$ cat config.mk
export PLATFORM = sky130hd
export DESIGN_NAME = ssd_top
export DESIGN_NICKNAME = d
export VERILOG_FILES = /design/src/ssd_top.v
export VERILOG_INCLUDE_DIRS = /design/src
export SDC_FILE = /design/constraint.sdc
export NUM_CORES = 2
export LEC_CHECK = 0
export BUFFER_PORTS_ARGS = -buffer_cell sky130_fd_sc_hd__buf_2
export CAP_MARGIN = 40
export CORE_MARGIN = 2
export CORE_UTILIZATION = 59
export CTS_BUF_LIST = sky130_fd_sc_hd__clkbuf_4
export DETAILED_ROUTE_END_ITERATION = 12
export GPL_TIMING_DRIVEN = 1
export PLACE_DENSITY = 0.84
export SYNTH_ARGS = -nofsm -noshare
export SYNTH_HDL_FRONTEND = slang
export SYNTH_SLANG_ARGS = --single-unit
$ cat constraint.sdc
create_clock -name mclk -period 31.3 [get_ports mclk]
set_input_delay 3.13 -clock mclk [delete_from_list [all_inputs] [get_ports mclk]]
set_output_delay 3.13 -clock mclk [all_outputs]
set_load 0.05 [all_outputs]
$ cat src/ssd_consts.vh
// Constants for the sixteen-step sequencer: register map, fields, resets and timing
//
// Summary of operation
// - Completed state holds until reset or non-retentive run entry, then clears flag and loads preset.
// - Start acts only with reset low; runs timer or watches the step event.
// - Start and reset low freezes step, timer, counts and output pattern.
// - Each jog rising edge with reset low advances one step; timed variant ignores jog.
// - Reset beats start and forces the preset step.
// - Preset step is 1 to 16, entered on reset and on non-retentive run entry.
// - Each step has its own tick count; zero means unprogrammed on event variants.
// - Four counters hold step state and stay readable; the code keeps three: tick, timer and current step.
// - Each step has its own event input; it may be disabled on event variants.
// - Outputs are driven throughout run mode; non-retentive run entry shows preset pattern, masked.
// - Non-retentive run entry clears count and timer and loads current with preset.
// - Retentive mode, the default, keeps all counters across run entry.
// - Masked variants take one mask word per step from a sixteen-word table.
// - Mask bit 1 lets the drum write the output; 0 keeps the present state.
// - Output image copies to the output pins at the end of each scan.
// - While reset is high the step holds at preset, no timer, no events.
// - Last step completion sets the flag and keeps the current step value.
// - Jog moves to next step, clears timer; runs at once if start is high.
// - Jog in the final step completes the sequence like a normal finish.
// - Completion flag is the status bit of the first counter.
// - While the step event is true the timer runs; at the step count, advance.
// - Step time equals 0.01 s times timebase times step count.
`ifndef SSD_CONSTS_VH
`define SSD_CONSTS_VH
// Register byte addresses
`define SSD_A_CTRL 8'h00
`define SSD_A_STAT 8'h04
`define SSD_A_TICK 8'h08
`define SSD_A_TIMER 8'h0C
`define SSD_A_PRESET 8'h10
`define SSD_A_CUR 8'h14
`define SSD_A_TBASE 8'h18
`define SSD_A_LAST 8'h1C
`define SSD_A_EVEN 8'h20
`define SSD_A_IMAGE 8'h24
`define SSD_A_SCALAR_TOP 4'h9
// Table selects in address bits 7:6
`define SSD_T_COUNT 2'b01
`define SSD_T_PAT 2'b10
`define SSD_T_MASK 2'b11
// Control fields
`define SSD_C_START 0
`define SSD_C_JOG 1
`define SSD_C_RESET 2
`define SSD_C_RUN 3
`define SSD_C_RET 4
`define SSD_C_VAR_LO 5
`define SSD_C_VAR_HI 6
`define SSD_V_TIMED 2'b00
`define SSD_V_EVENT 2'b01
`define SSD_V_MASKED 2'b10
// Reset values
`define SSD_CTRL_RST 16'h0030
`define SSD_PRESET_RST 16'h0001
`define SSD_LAST_RST 16'h0010
`define SSD_TBASE_RST 16'h0001
`define SSD_MASK_RST 16'hFFFF
`define SSD_STEP_MIN 16'h0001
`define SSD_STEP_MAX 16'h0010
// Timing
`define SSD_CLK_NS 8
`define SSD_HUND_NS 10000000
`define SSD_HUND_CYC (`SSD_HUND_NS / `SSD_CLK_NS)
`define SSD_SCAN_NS 100000
`define SSD_SCAN_CYC (`SSD_SCAN_NS / `SSD_CLK_NS)
`endif

$ cat src/ssd_top.v
// Sixteen-step drum sequencer with APB register access
`timescale 1ns/10ps
`default_nettype none
`include "ssd_consts.vh"
module ssd_top #(
    parameter SCAN_CYC = `SSD_SCAN_CYC,
    parameter HUND_CYC = `SSD_HUND_CYC
) (
    input wire mclk, // 125 MHz clock
    input wire nrst, // Asynchronous reset, active low
    input wire psel, // APB select
    input wire penable, // APB access phase
    input wire pwrite, // APB direction, high writes
    input wire [7:0] paddr, // APB byte address
    input wire [31:0] pwdata, // APB write data
    output wire pready, // APB ready, zero wait
    output reg [31:0] prdata, // APB read data
    output wire pslverr, // APB error on unmapped address
    input wire [15:0] event_in, // Per-step event inputs
    output reg [15:0] out_pins, // Physical output points
    output wire seq_done // Completion flag
);

    // One-hot states
    localparam [2:0] ST_PROG = 3'b001;
    localparam [2:0] ST_RUN = 3'b010;
    localparam [2:0] ST_DONE = 3'b100;
    localparam [23:0] SCAN_LAST = SCAN_CYC - 1;
    localparam [23:0] HUND_LAST = HUND_CYC - 1;

    // Reset synchroniser
    reg [1:0] rst_sync_r;
    wire rst_n;

    // Dividers
    reg [23:0] scan_cnt_r;
    reg [23:0] hund_cnt_r;
    reg scan_en_r;
    reg scan_end_r;
    reg hund_pend_r;

    // Register file
    reg [15:0] ctrl_r;
    reg [15:0] preset_r;
    reg [15:0] tbase_r;
    reg [15:0] last_r;
    reg [15:0] even_r;
    reg [15:0] image_r;
    reg [15:0] count_tab [0:15];
    reg [15:0] pat_tab [0:15];
    reg [15:0] mask_tab [0:15];

    // The three step counters and control state
    reg [15:0] tick_r;
    reg [15:0] timer_r;
    reg [15:0] cur_r;
    reg [2:0] st_r;
    reg done_r;
    reg jog_prev_r;
    reg run_prev_r;

    // Next values
    reg [15:0] tick_nxt;
    reg [15:0] timer_nxt;
    reg [15:0] cur_nxt;
    reg [2:0] st_nxt;
    reg done_nxt;
    reg [15:0] image_nxt;

    integer i;

    // Step number 1..16 to table index 0..15
    function [3:0] step_idx;
        input [15:0] step;
        begin
            step_idx = step[3:0] - 4'h1;
        end
    endfunction

    // Address lies on a mapped word
    function map_ok;
        input [7:0] addr;
        begin
            map_ok = (addr[1:0] == 2'b00) &&
                ((addr[7:6] != 2'b00) || (addr[5:2] <= `SSD_A_SCALAR_TOP));
        end
    endfunction

    // Valid step number
    function step_ok;
        input [15:0] v;
        begin
            step_ok = (v >= `SSD_STEP_MIN) && (v <= `SSD_STEP_MAX);
        end
    endfunction

    // Release reset through two flops so the release is clean
    always @(posedge mclk or negedge nrst) begin
        if (!nrst) begin
            rst_sync_r <= 2'b00;
        end else begin
            rst_sync_r <= {rst_sync_r[0], 1'b1};
        end
    end
    assign rst_n = rst_sync_r[1];

    // APB decode; the slave never stalls
    wire apb_setup = psel & ~penable;
    wire apb_wr = psel & penable & pwrite & map_ok(paddr);
    assign pready = 1'b1;
    assign pslverr = psel & penable & ~map_ok(paddr);

    // Control fields
    wire c_start = ctrl_r[`SSD_C_START];
    wire c_jog = ctrl_r[`SSD_C_JOG];
    wire c_reset = ctrl_r[`SSD_C_RESET];
    wire c_run = ctrl_r[`SSD_C_RUN];
    wire c_ret = ctrl_r[`SSD_C_RET];
    wire [1:0] c_var = ctrl_r[`SSD_C_VAR_HI:`SSD_C_VAR_LO];
    wire is_timed = (c_var == `SSD_V_TIMED);
    wire is_masked = (c_var == `SSD_V_MASKED);

    // Scan and hundredth-second enables; a pending hundredth waits for the next scan
    always @(posedge mclk or negedge rst_n) begin
        if (!rst_n) begin
            scan_cnt_r <= 24'h00_0000;
            hund_cnt_r <= 24'h00_0000;
            scan_en_r <= 1'b0;
            scan_end_r <= 1'b0;
            hund_pend_r <= 1'b0;
        end else begin
            scan_en_r <= (scan_cnt_r == SCAN_LAST);
            scan_end_r <= scan_en_r;
            if (scan_cnt_r == SCAN_LAST) begin
                scan_cnt_r <= 24'h00_0000;
            end else begin
                scan_cnt_r <= scan_cnt_r + 24'h00_0001;
            end
            if (hund_cnt_r == HUND_LAST) begin
                hund_cnt_r <= 24'h00_0000;
            end else begin
                hund_cnt_r <= hund_cnt_r + 24'h00_0001;
            end
            // A new hundredth beats the consume of the old one
            if (hund_cnt_r == HUND_LAST) begin
                hund_pend_r <= 1'b1;
            end else if (scan_en_r) begin
                hund_pend_r <= 1'b0;
            end
        end
    end

    // Per-step lookups
    wire [3:0] idx = step_idx(cur_r);
    wire [15:0] goal = count_tab[idx];
    wire ev_true = is_timed | ~even_r[idx] | event_in[idx];
    wire [15:0] timer_inc = timer_r + {15'h0000, hund_pend_r};
    wire tb_hit = hund_pend_r && (timer_inc >= tbase_r);
    wire [15:0] tick_inc = tick_r + 16'h0001;
    wire jog_rise = c_jog & ~jog_prev_r & ~is_timed;
    wire step_go = c_start & ev_true;
    // Unprogrammed count advances on the event alone
    wire step_fin = step_go & ((goal == 16'h0000) | (tb_hit & (tick_inc >= goal)));
    wire at_last = (cur_r >= last_r);

    // Next-state of the sequencer for one scan
    always @* begin
        tick_nxt = tick_r;
        timer_nxt = timer_r;
        cur_nxt = cur_r;
        st_nxt = st_r;
        done_nxt = done_r;
        case (st_r)
            ST_PROG: begin
                if (c_run) begin
                    // Run entry: non-retentive reinitialises, retentive resumes
                    if (!c_ret) begin
                        tick_nxt = 16'h0000;
                        timer_nxt = 16'h0000;
                        cur_nxt = preset_r;
                        done_nxt = 1'b0;
                        st_nxt = ST_RUN;
                    end else begin
                        st_nxt = done_r ? ST_DONE : ST_RUN;
                    end
                end
            end
            ST_RUN: begin
                if (!c_run) begin
                    st_nxt = ST_PROG;
                end else if (c_reset) begin
                    // Held at preset, nothing runs
                    cur_nxt = preset_r;
                    tick_nxt = 16'h0000;
                    timer_nxt = 16'h0000;
                end else if (jog_rise || step_fin) begin
                    tick_nxt = 16'h0000;
                    timer_nxt = 16'h0000;
                    if (at_last) begin
                        done_nxt = 1'b1;
                        st_nxt = ST_DONE;
                    end else begin
                        cur_nxt = cur_r + 16'h0001;
                    end
                end else if (step_go) begin
                    if (tb_hit) begin
                        timer_nxt = 16'h0000;
                        tick_nxt = tick_inc;
                    end else begin
                        timer_nxt = timer_inc;
                    end
                end
                // Otherwise start is low or the step event is false: everything freezes
            end
            ST_DONE: begin
                if (!c_run) begin
                    st_nxt = ST_PROG;
                end else if (c_reset) begin
                    done_nxt = 1'b0;
                    cur_nxt = preset_r;
                    tick_nxt = 16'h0000;
                    timer_nxt = 16'h0000;
                    st_nxt = ST_RUN;
                end
                // Start and jog have no effect here
            end
            default: begin
                st_nxt = ST_PROG;
            end
        endcase
    end

    // Output image: masked bits keep their state, others take the step pattern
    wire [3:0] nidx = step_idx(cur_nxt);
    wire [15:0] wmask = is_masked ? mask_tab[nidx] : `SSD_MASK_RST;
    always @* begin
        image_nxt = (image_r & ~wmask) | (pat_tab[nidx] & wmask);
    end

    // Sequencer state, scalar registers and output image
    always @(posedge mclk or negedge rst_n) begin
        if (!rst_n) begin
            ctrl_r <= `SSD_CTRL_RST;
            preset_r <= `SSD_PRESET_RST;
            tbase_r <= `SSD_TBASE_RST;
            last_r <= `SSD_LAST_RST;
            even_r <= 16'h0000;
            image_r <= 16'h0000;
            out_pins <= 16'h0000;
            tick_r <= 16'h0000;
            timer_r <= 16'h0000;
            cur_r <= `SSD_PRESET_RST;
            st_r <= ST_PROG;
            done_r <= 1'b0;
            jog_prev_r <= 1'b0;
            run_prev_r <= 1'b0;
        end else begin
            // Software writes
            if (apb_wr && paddr == `SSD_A_CTRL) begin
                ctrl_r <= pwdata[15:0];
            end
            if (apb_wr && paddr == `SSD_A_PRESET && step_ok(pwdata[15:0])) begin
                preset_r <= pwdata[15:0];
            end
            if (apb_wr && paddr == `SSD_A_TBASE) begin
                tbase_r <= pwdata[15:0];
            end
            if (apb_wr && paddr == `SSD_A_LAST && step_ok(pwdata[15:0])) begin
                last_r <= pwdata[15:0];
            end
            if (apb_wr && paddr == `SSD_A_EVEN) begin
                even_r <= pwdata[15:0];
            end
            // One evaluation per scan; drum write of the image wins on the same cycle
            if (scan_en_r) begin
                tick_r <= tick_nxt;
                timer_r <= timer_nxt;
                cur_r <= cur_nxt;
                st_r <= st_nxt;
                done_r <= done_nxt;
                jog_prev_r <= c_jog;
                run_prev_r <= c_run;
                if (st_nxt != ST_PROG) begin
                    image_r <= image_nxt;
                end else if (apb_wr && paddr == `SSD_A_IMAGE) begin
                    image_r <= pwdata[15:0];
                end
            end else if (apb_wr && paddr == `SSD_A_IMAGE) begin
                image_r <= pwdata[15:0];
            end
            // Pins follow the image once the scan is over
            if (scan_end_r) begin
                out_pins <= image_r;
            end
        end
    end

    // Step tables
    always @(posedge mclk or negedge rst_n) begin
        if (!rst_n) begin
            for (i = 0; i < 16; i = i + 1) begin
                count_tab[i] <= 16'h0000;
                pat_tab[i] <= 16'h0000;
                mask_tab[i] <= `SSD_MASK_RST;
            end
        end else if (apb_wr) begin
            case (paddr[7:6])
                `SSD_T_COUNT: count_tab[paddr[5:2]] <= pwdata[15:0];
                `SSD_T_PAT: pat_tab[paddr[5:2]] <= pwdata[15:0];
                `SSD_T_MASK: mask_tab[paddr[5:2]] <= pwdata[15:0];
                default: ;
            endcase
        end
    end

    // Read data is captured in the setup cycle, valid through the access phase
    always @(posedge mclk or negedge rst_n) begin
        if (!rst_n) begin
            prdata <= 32'h0000_0000;
        end else if (apb_setup) begin
            prdata <= 32'h0000_0000;
            if (map_ok(paddr)) begin
                case (paddr[7:6])
                    `SSD_T_COUNT: prdata[15:0] <= count_tab[paddr[5:2]];
                    `SSD_T_PAT: prdata[15:0] <= pat_tab[paddr[5:2]];
                    `SSD_T_MASK: prdata[15:0] <= mask_tab[paddr[5:2]];
                    default: begin
                        case (paddr)
                            `SSD_A_CTRL: prdata[15:0] <= ctrl_r;
                            `SSD_A_STAT: prdata[3:0] <= {st_r, done_r};
                            `SSD_A_TICK: prdata[15:0] <= tick_r;
                            `SSD_A_TIMER: prdata[15:0] <= timer_r;
                            `SSD_A_PRESET: prdata[15:0] <= preset_r;
                            `SSD_A_CUR: prdata[15:0] <= cur_r;
                            `SSD_A_TBASE: prdata[15:0] <= tbase_r;
                            `SSD_A_LAST: prdata[15:0] <= last_r;
                            `SSD_A_EVEN: prdata[15:0] <= even_r;
                            `SSD_A_IMAGE: prdata[15:0] <= image_r;
                            default: prdata <= 32'h0000_0000;
                        endcase
                    end
                endcase
            end
        end
    end

    assign seq_done = done_r;

endmodule
`default_nettype wire

==> impl_metrics.env <==
export IMPL_status="complete, no violations"
export IMPL_cts_hold_buf=0
export IMPL_reg2reg_slack_ns=21.62
export IMPL_yosysWarningCount=0
export IMPL_gr_max_usage_layer="met2"
export IMPL_port_buffers=78
export IMPL_routed_wl_um=165000
export IMPL_power_frac_seq=0.489
export IMPL_clock_tree_htree_level_count=5
export IMPL_combinationalPowerShare=0.058
export IMPL_placement_rows=111
export IMPL_power_density_nw_per_um2=45.1
export IMPL_floorplan_io_pins=112
export IMPL_synth_seq_cells=1002
export IMPL_drtIter0Drc=5311
export IMPL_setup_worst_path_end_class="register"
export IMPL_syn_avg_cell_area_um2=13.7
export IMPL_groute_layer_met1_usage=0.435
export IMPL_drive_gt1_frac=0.517
export IMPL_worstPathMaxFanout=50
export IMPL_seq_area_frac_synth=0.466
export IMPL_hpwl_detailed_um=105000
export IMPL_die_area_um2=94800
export IMPL_synth_cell_type_count=78
export IMPL_layout_cells_most_common_list="836 x sky130_fd_sc_hd__mux2_2, 738 x sky130_fd_sc_hd__dfrtp_1, 431 x sky130_fd_sc_hd__mux4_2"
export IMPL_drt_via_density=7.10
export IMPL_routed_wire_length_per_instance_um=29.9
export IMPL_hold_viol=0
export IMPL_grt_first_pass_wirelength_um=248000
export IMPL_netlist_area_um2=54500
export IMPL_grt_met2_usage=0.529
export IMPL_initial_core_util=0.595
export IMPL_cts_buffers_inserted=281
export IMPL_cts_tree="yes"
export IMPL_max_cap_violations=0
export IMPL_crit_path_start="cur_r[0]"
export IMPL_cellInternalPower_w=0.00203
export IMPL_drt_pre_antenna_iters=9
export IMPL_die_w_um=308
export IMPL_number_of_pins_with_negative_max_slew_slack_in_the_final_report=0
export IMPL_synth_area_leader_cell="sky130_fd_sc_hd__dfrtp_1"
export IMPL_power_clock_fraction=0.453
export IMPL_synthDominantCellAreaShare=0.339
export IMPL_detailedPlace_worstSlack_ns=22.04
export IMPL_resize_count_post_cts=0
export IMPL_min_period_over_period=0.309
export IMPL_rr_startpoint="cur_r[0]"
export IMPL_drt_drc_violations_left=0
export IMPL_num_vias=39036
export IMPL_fmaxAchievable_mhz=103
export IMPL_net_switching_power_w=0.000681
export IMPL_fin_ws_ns=21.62
export IMPL_setup_worst_path_start_class="register"
export IMPL_cp_arrival_ns=10.72
export IMPL_setup_repair_after_global_routing_missed_its_margin="no"
export IMPL_fin_setup_tns_ns=0
export IMPL_criticalPathCategory="reg -> reg"
export IMPL_maximum_clock_path_buffer_count=4
export IMPL_slew_headroom=0.194
export IMPL_area_growth_syn_to_layout_pct=10.6
export IMPL_number_of_buffers_added_for_setup_after_cts=0
export IMPL_power_share_switching=0.251
export IMPL_clkLatencyLatePin_ns=1.23
export IMPL_postSynthCellCount=3980
export IMPL_design_core_area_um2=91500
export IMPL_gr_usage_all_layers=0.352
export IMPL_synth_edff_count=0
export IMPL_number_of_global_route_vias_before_repair=40171
export IMPL_antenna_found_initial=6
export IMPL_ys_async_sr_fraction=1.00
export IMPL_critical_path_required_ns=32.34
export IMPL_clkSinkCount=1002
export IMPL_fin_nets=4257
export IMPL_final_antenna_net_count=0
export IMPL_yosys_top_cells_area="sky130_fd_sc_hd__dfrtp_1 34%, sky130_fd_sc_hd__mux4_2 18%, sky130_fd_sc_hd__mux2_2 17%"
export IMPL_die_h_um=308
export IMPL_worst_clock_skew_ns=0.141
export IMPL_clockRootBuffer="sky130_fd_sc_hd__clkbuf_4"
export IMPL_worst_setup_hold_path_clk_slew_ns=0.07
export IMPL_grt_start_max_net_pins=205
export IMPL_layout_cells_most_common="sky130_fd_sc_hd__mux2_2"
export IMPL_finalWeightedCongestion=0.970
export IMPL_setup_viol=0
export IMPL_vdd_ir_drop_max_mv=0.0298
export IMPL_hp_class="reg -> async"
export IMPL_leakage_power_nw=27.3
export IMPL_grt_met3_usage=0.121
export IMPL_worstMarginPinSlew_ns=1.21
export IMPL_final_period_minus_worst_setup_slack_ns=9.68
export IMPL_global_route_overflow_total=0
export IMPL_postSynth_topFlopCell="sky130_fd_sc_hd__dfrtp_1"
[kinds of logic after synthesis]
| group | share of synthesized area |
|---|---|
| muxes | 0.364 |
| buffers and inverters | 0.0317 |
| AOI/OAI and AO/OA | 0.0539 |
| xor gates and xnor gates | 0.0131 |
| adders and majority gates | 0.0129 |
| and+or+nand+nor | 0.0578 |
| DFF | 0.466 |
| other | 0.000138 |
[worst paths after layout]
kind	depth (start not counted)	to
worst max-delay path	24	register
worst min-delay path	1	pat_tab[117]
worst max register to register	24	register
worst min register to register	1	pat_tab[117]
max in group asynchronous	5	count_tab[59]
min in group mclk	0	rst_sync_r[1]
[registers in the layout, indices dropped and copies added (netlist names), 24 cells and up, named ones only]
name / flops
count_tab: 256
hund_cnt_r: 24
pat_tab: 256
scan_cnt_r: 24
mask_tab: 256
[power by group through the flow]
| stage | clock network [W] | logic, W | registers (W) |
|---|---|---|---|
| 2_1_floorplan | 0 | 0.0000845 | 0.00137 |
| 3_3_place_gp | 0 | 0.000147 | 0.00135 |
| 3_5_place_dp | 0 | 0.000156 | 0.00135 |
| 4_1_cts | 0.00124 | 0.000156 | 0.00133 |
| 5_1_grt | 0.00131 | 0.000167 | 0.00133 |
| 6_report | 0.00123 | 0.000158 | 0.00133 |
[cells in the mapped netlist (all sizes together), types with 68 or more instances]
| cell | number |
|---|---|
| mux2i | 73 |
| o21ai | 127 |
| nor2 | 145 |
| dfstp | 263 |
| mux2 | 836 |
| nand3 | 68 |
| clkbuf | 269 |
| dfrtp | 739 |
| buf | 87 |
| mux4 | 431 |
| a21oi | 77 |
| nand2 | 204 |
[critical path, cell delays in order (launching register included)]
cell and delay, ns:
sky130_fd_sc_hd__dfstp_4 0.56, sky130_fd_sc_hd__inv_2 0.52, sky130_fd_sc_hd__ha_2 0.40, sky130_fd_sc_hd__xor2_4 0.25
sky130_fd_sc_hd__buf_4 0.68, sky130_fd_sc_hd__mux4_2 0.41, sky130_fd_sc_hd__mux2i_1 0.57, sky130_fd_sc_hd__nand2_1 0.11
sky130_fd_sc_hd__o21ai_0 0.21, sky130_fd_sc_hd__ha_1 0.21, sky130_fd_sc_hd__nand4_1 0.09, sky130_fd_sc_hd__nor3_1 0.17
sky130_fd_sc_hd__nor2_1 0.06, sky130_fd_sc_hd__o22ai_1 0.39, sky130_fd_sc_hd__nand4_1 0.33, sky130_fd_sc_hd__nand3_2 0.23
sky130_fd_sc_hd__nand2_2 0.35, sky130_fd_sc_hd__a32o_4 0.63, sky130_fd_sc_hd__ha_4 0.29, sky130_fd_sc_hd__xnor2_4 0.59
sky130_fd_sc_hd__buf_4 0.71, sky130_fd_sc_hd__o21a_1 0.83, sky130_fd_sc_hd__a22oi_1 0.36, sky130_fd_sc_hd__o2111a_1 0.26
sky130_fd_sc_hd__nor3_1 0.17
[cell type report]
type,instances,area (µm²)
diodes,6,15.0
flip-flops and latches,1002,25400
fillers,6155,31300
multi-input cells,2582,27600
inverters,56,210
well taps,1186,1480
clock inverters,50,458
repair buffers,217,2040
clock buffers,402,3020
[layer usage]
metal  vias up  wire length, µm
met5         -               36
li1      15565                -
met1     20018            57600
met3       714            20100
met4         6            11700
met2      2733            75100
[through the flow]
| step | utilization | std cells | hold slack (ns) | cell area (µm²) | power [W] |
|---|---|---|---|---|---|
| global route | 0.658 | 5496 | 0.313 | 60200 | 0.00281 |
| detailed placement | 0.620 | 5043 | 0.347 | 56800 | 0.00151 |
| CTS | 0.658 | 5495 | 0.287 | 60200 | 0.00272 |
| finish | 0.658 | 5501 | 0.240 | 60200 | 0.00272 |
| floorplan | - | 3996 | 0.331 | 54500 | 0.00145 |
| global placement | 0.611 | 5005 | 0.335 | 56000 | 0.00150 |
Note: power is estimated with default switching activity, not from simulation.
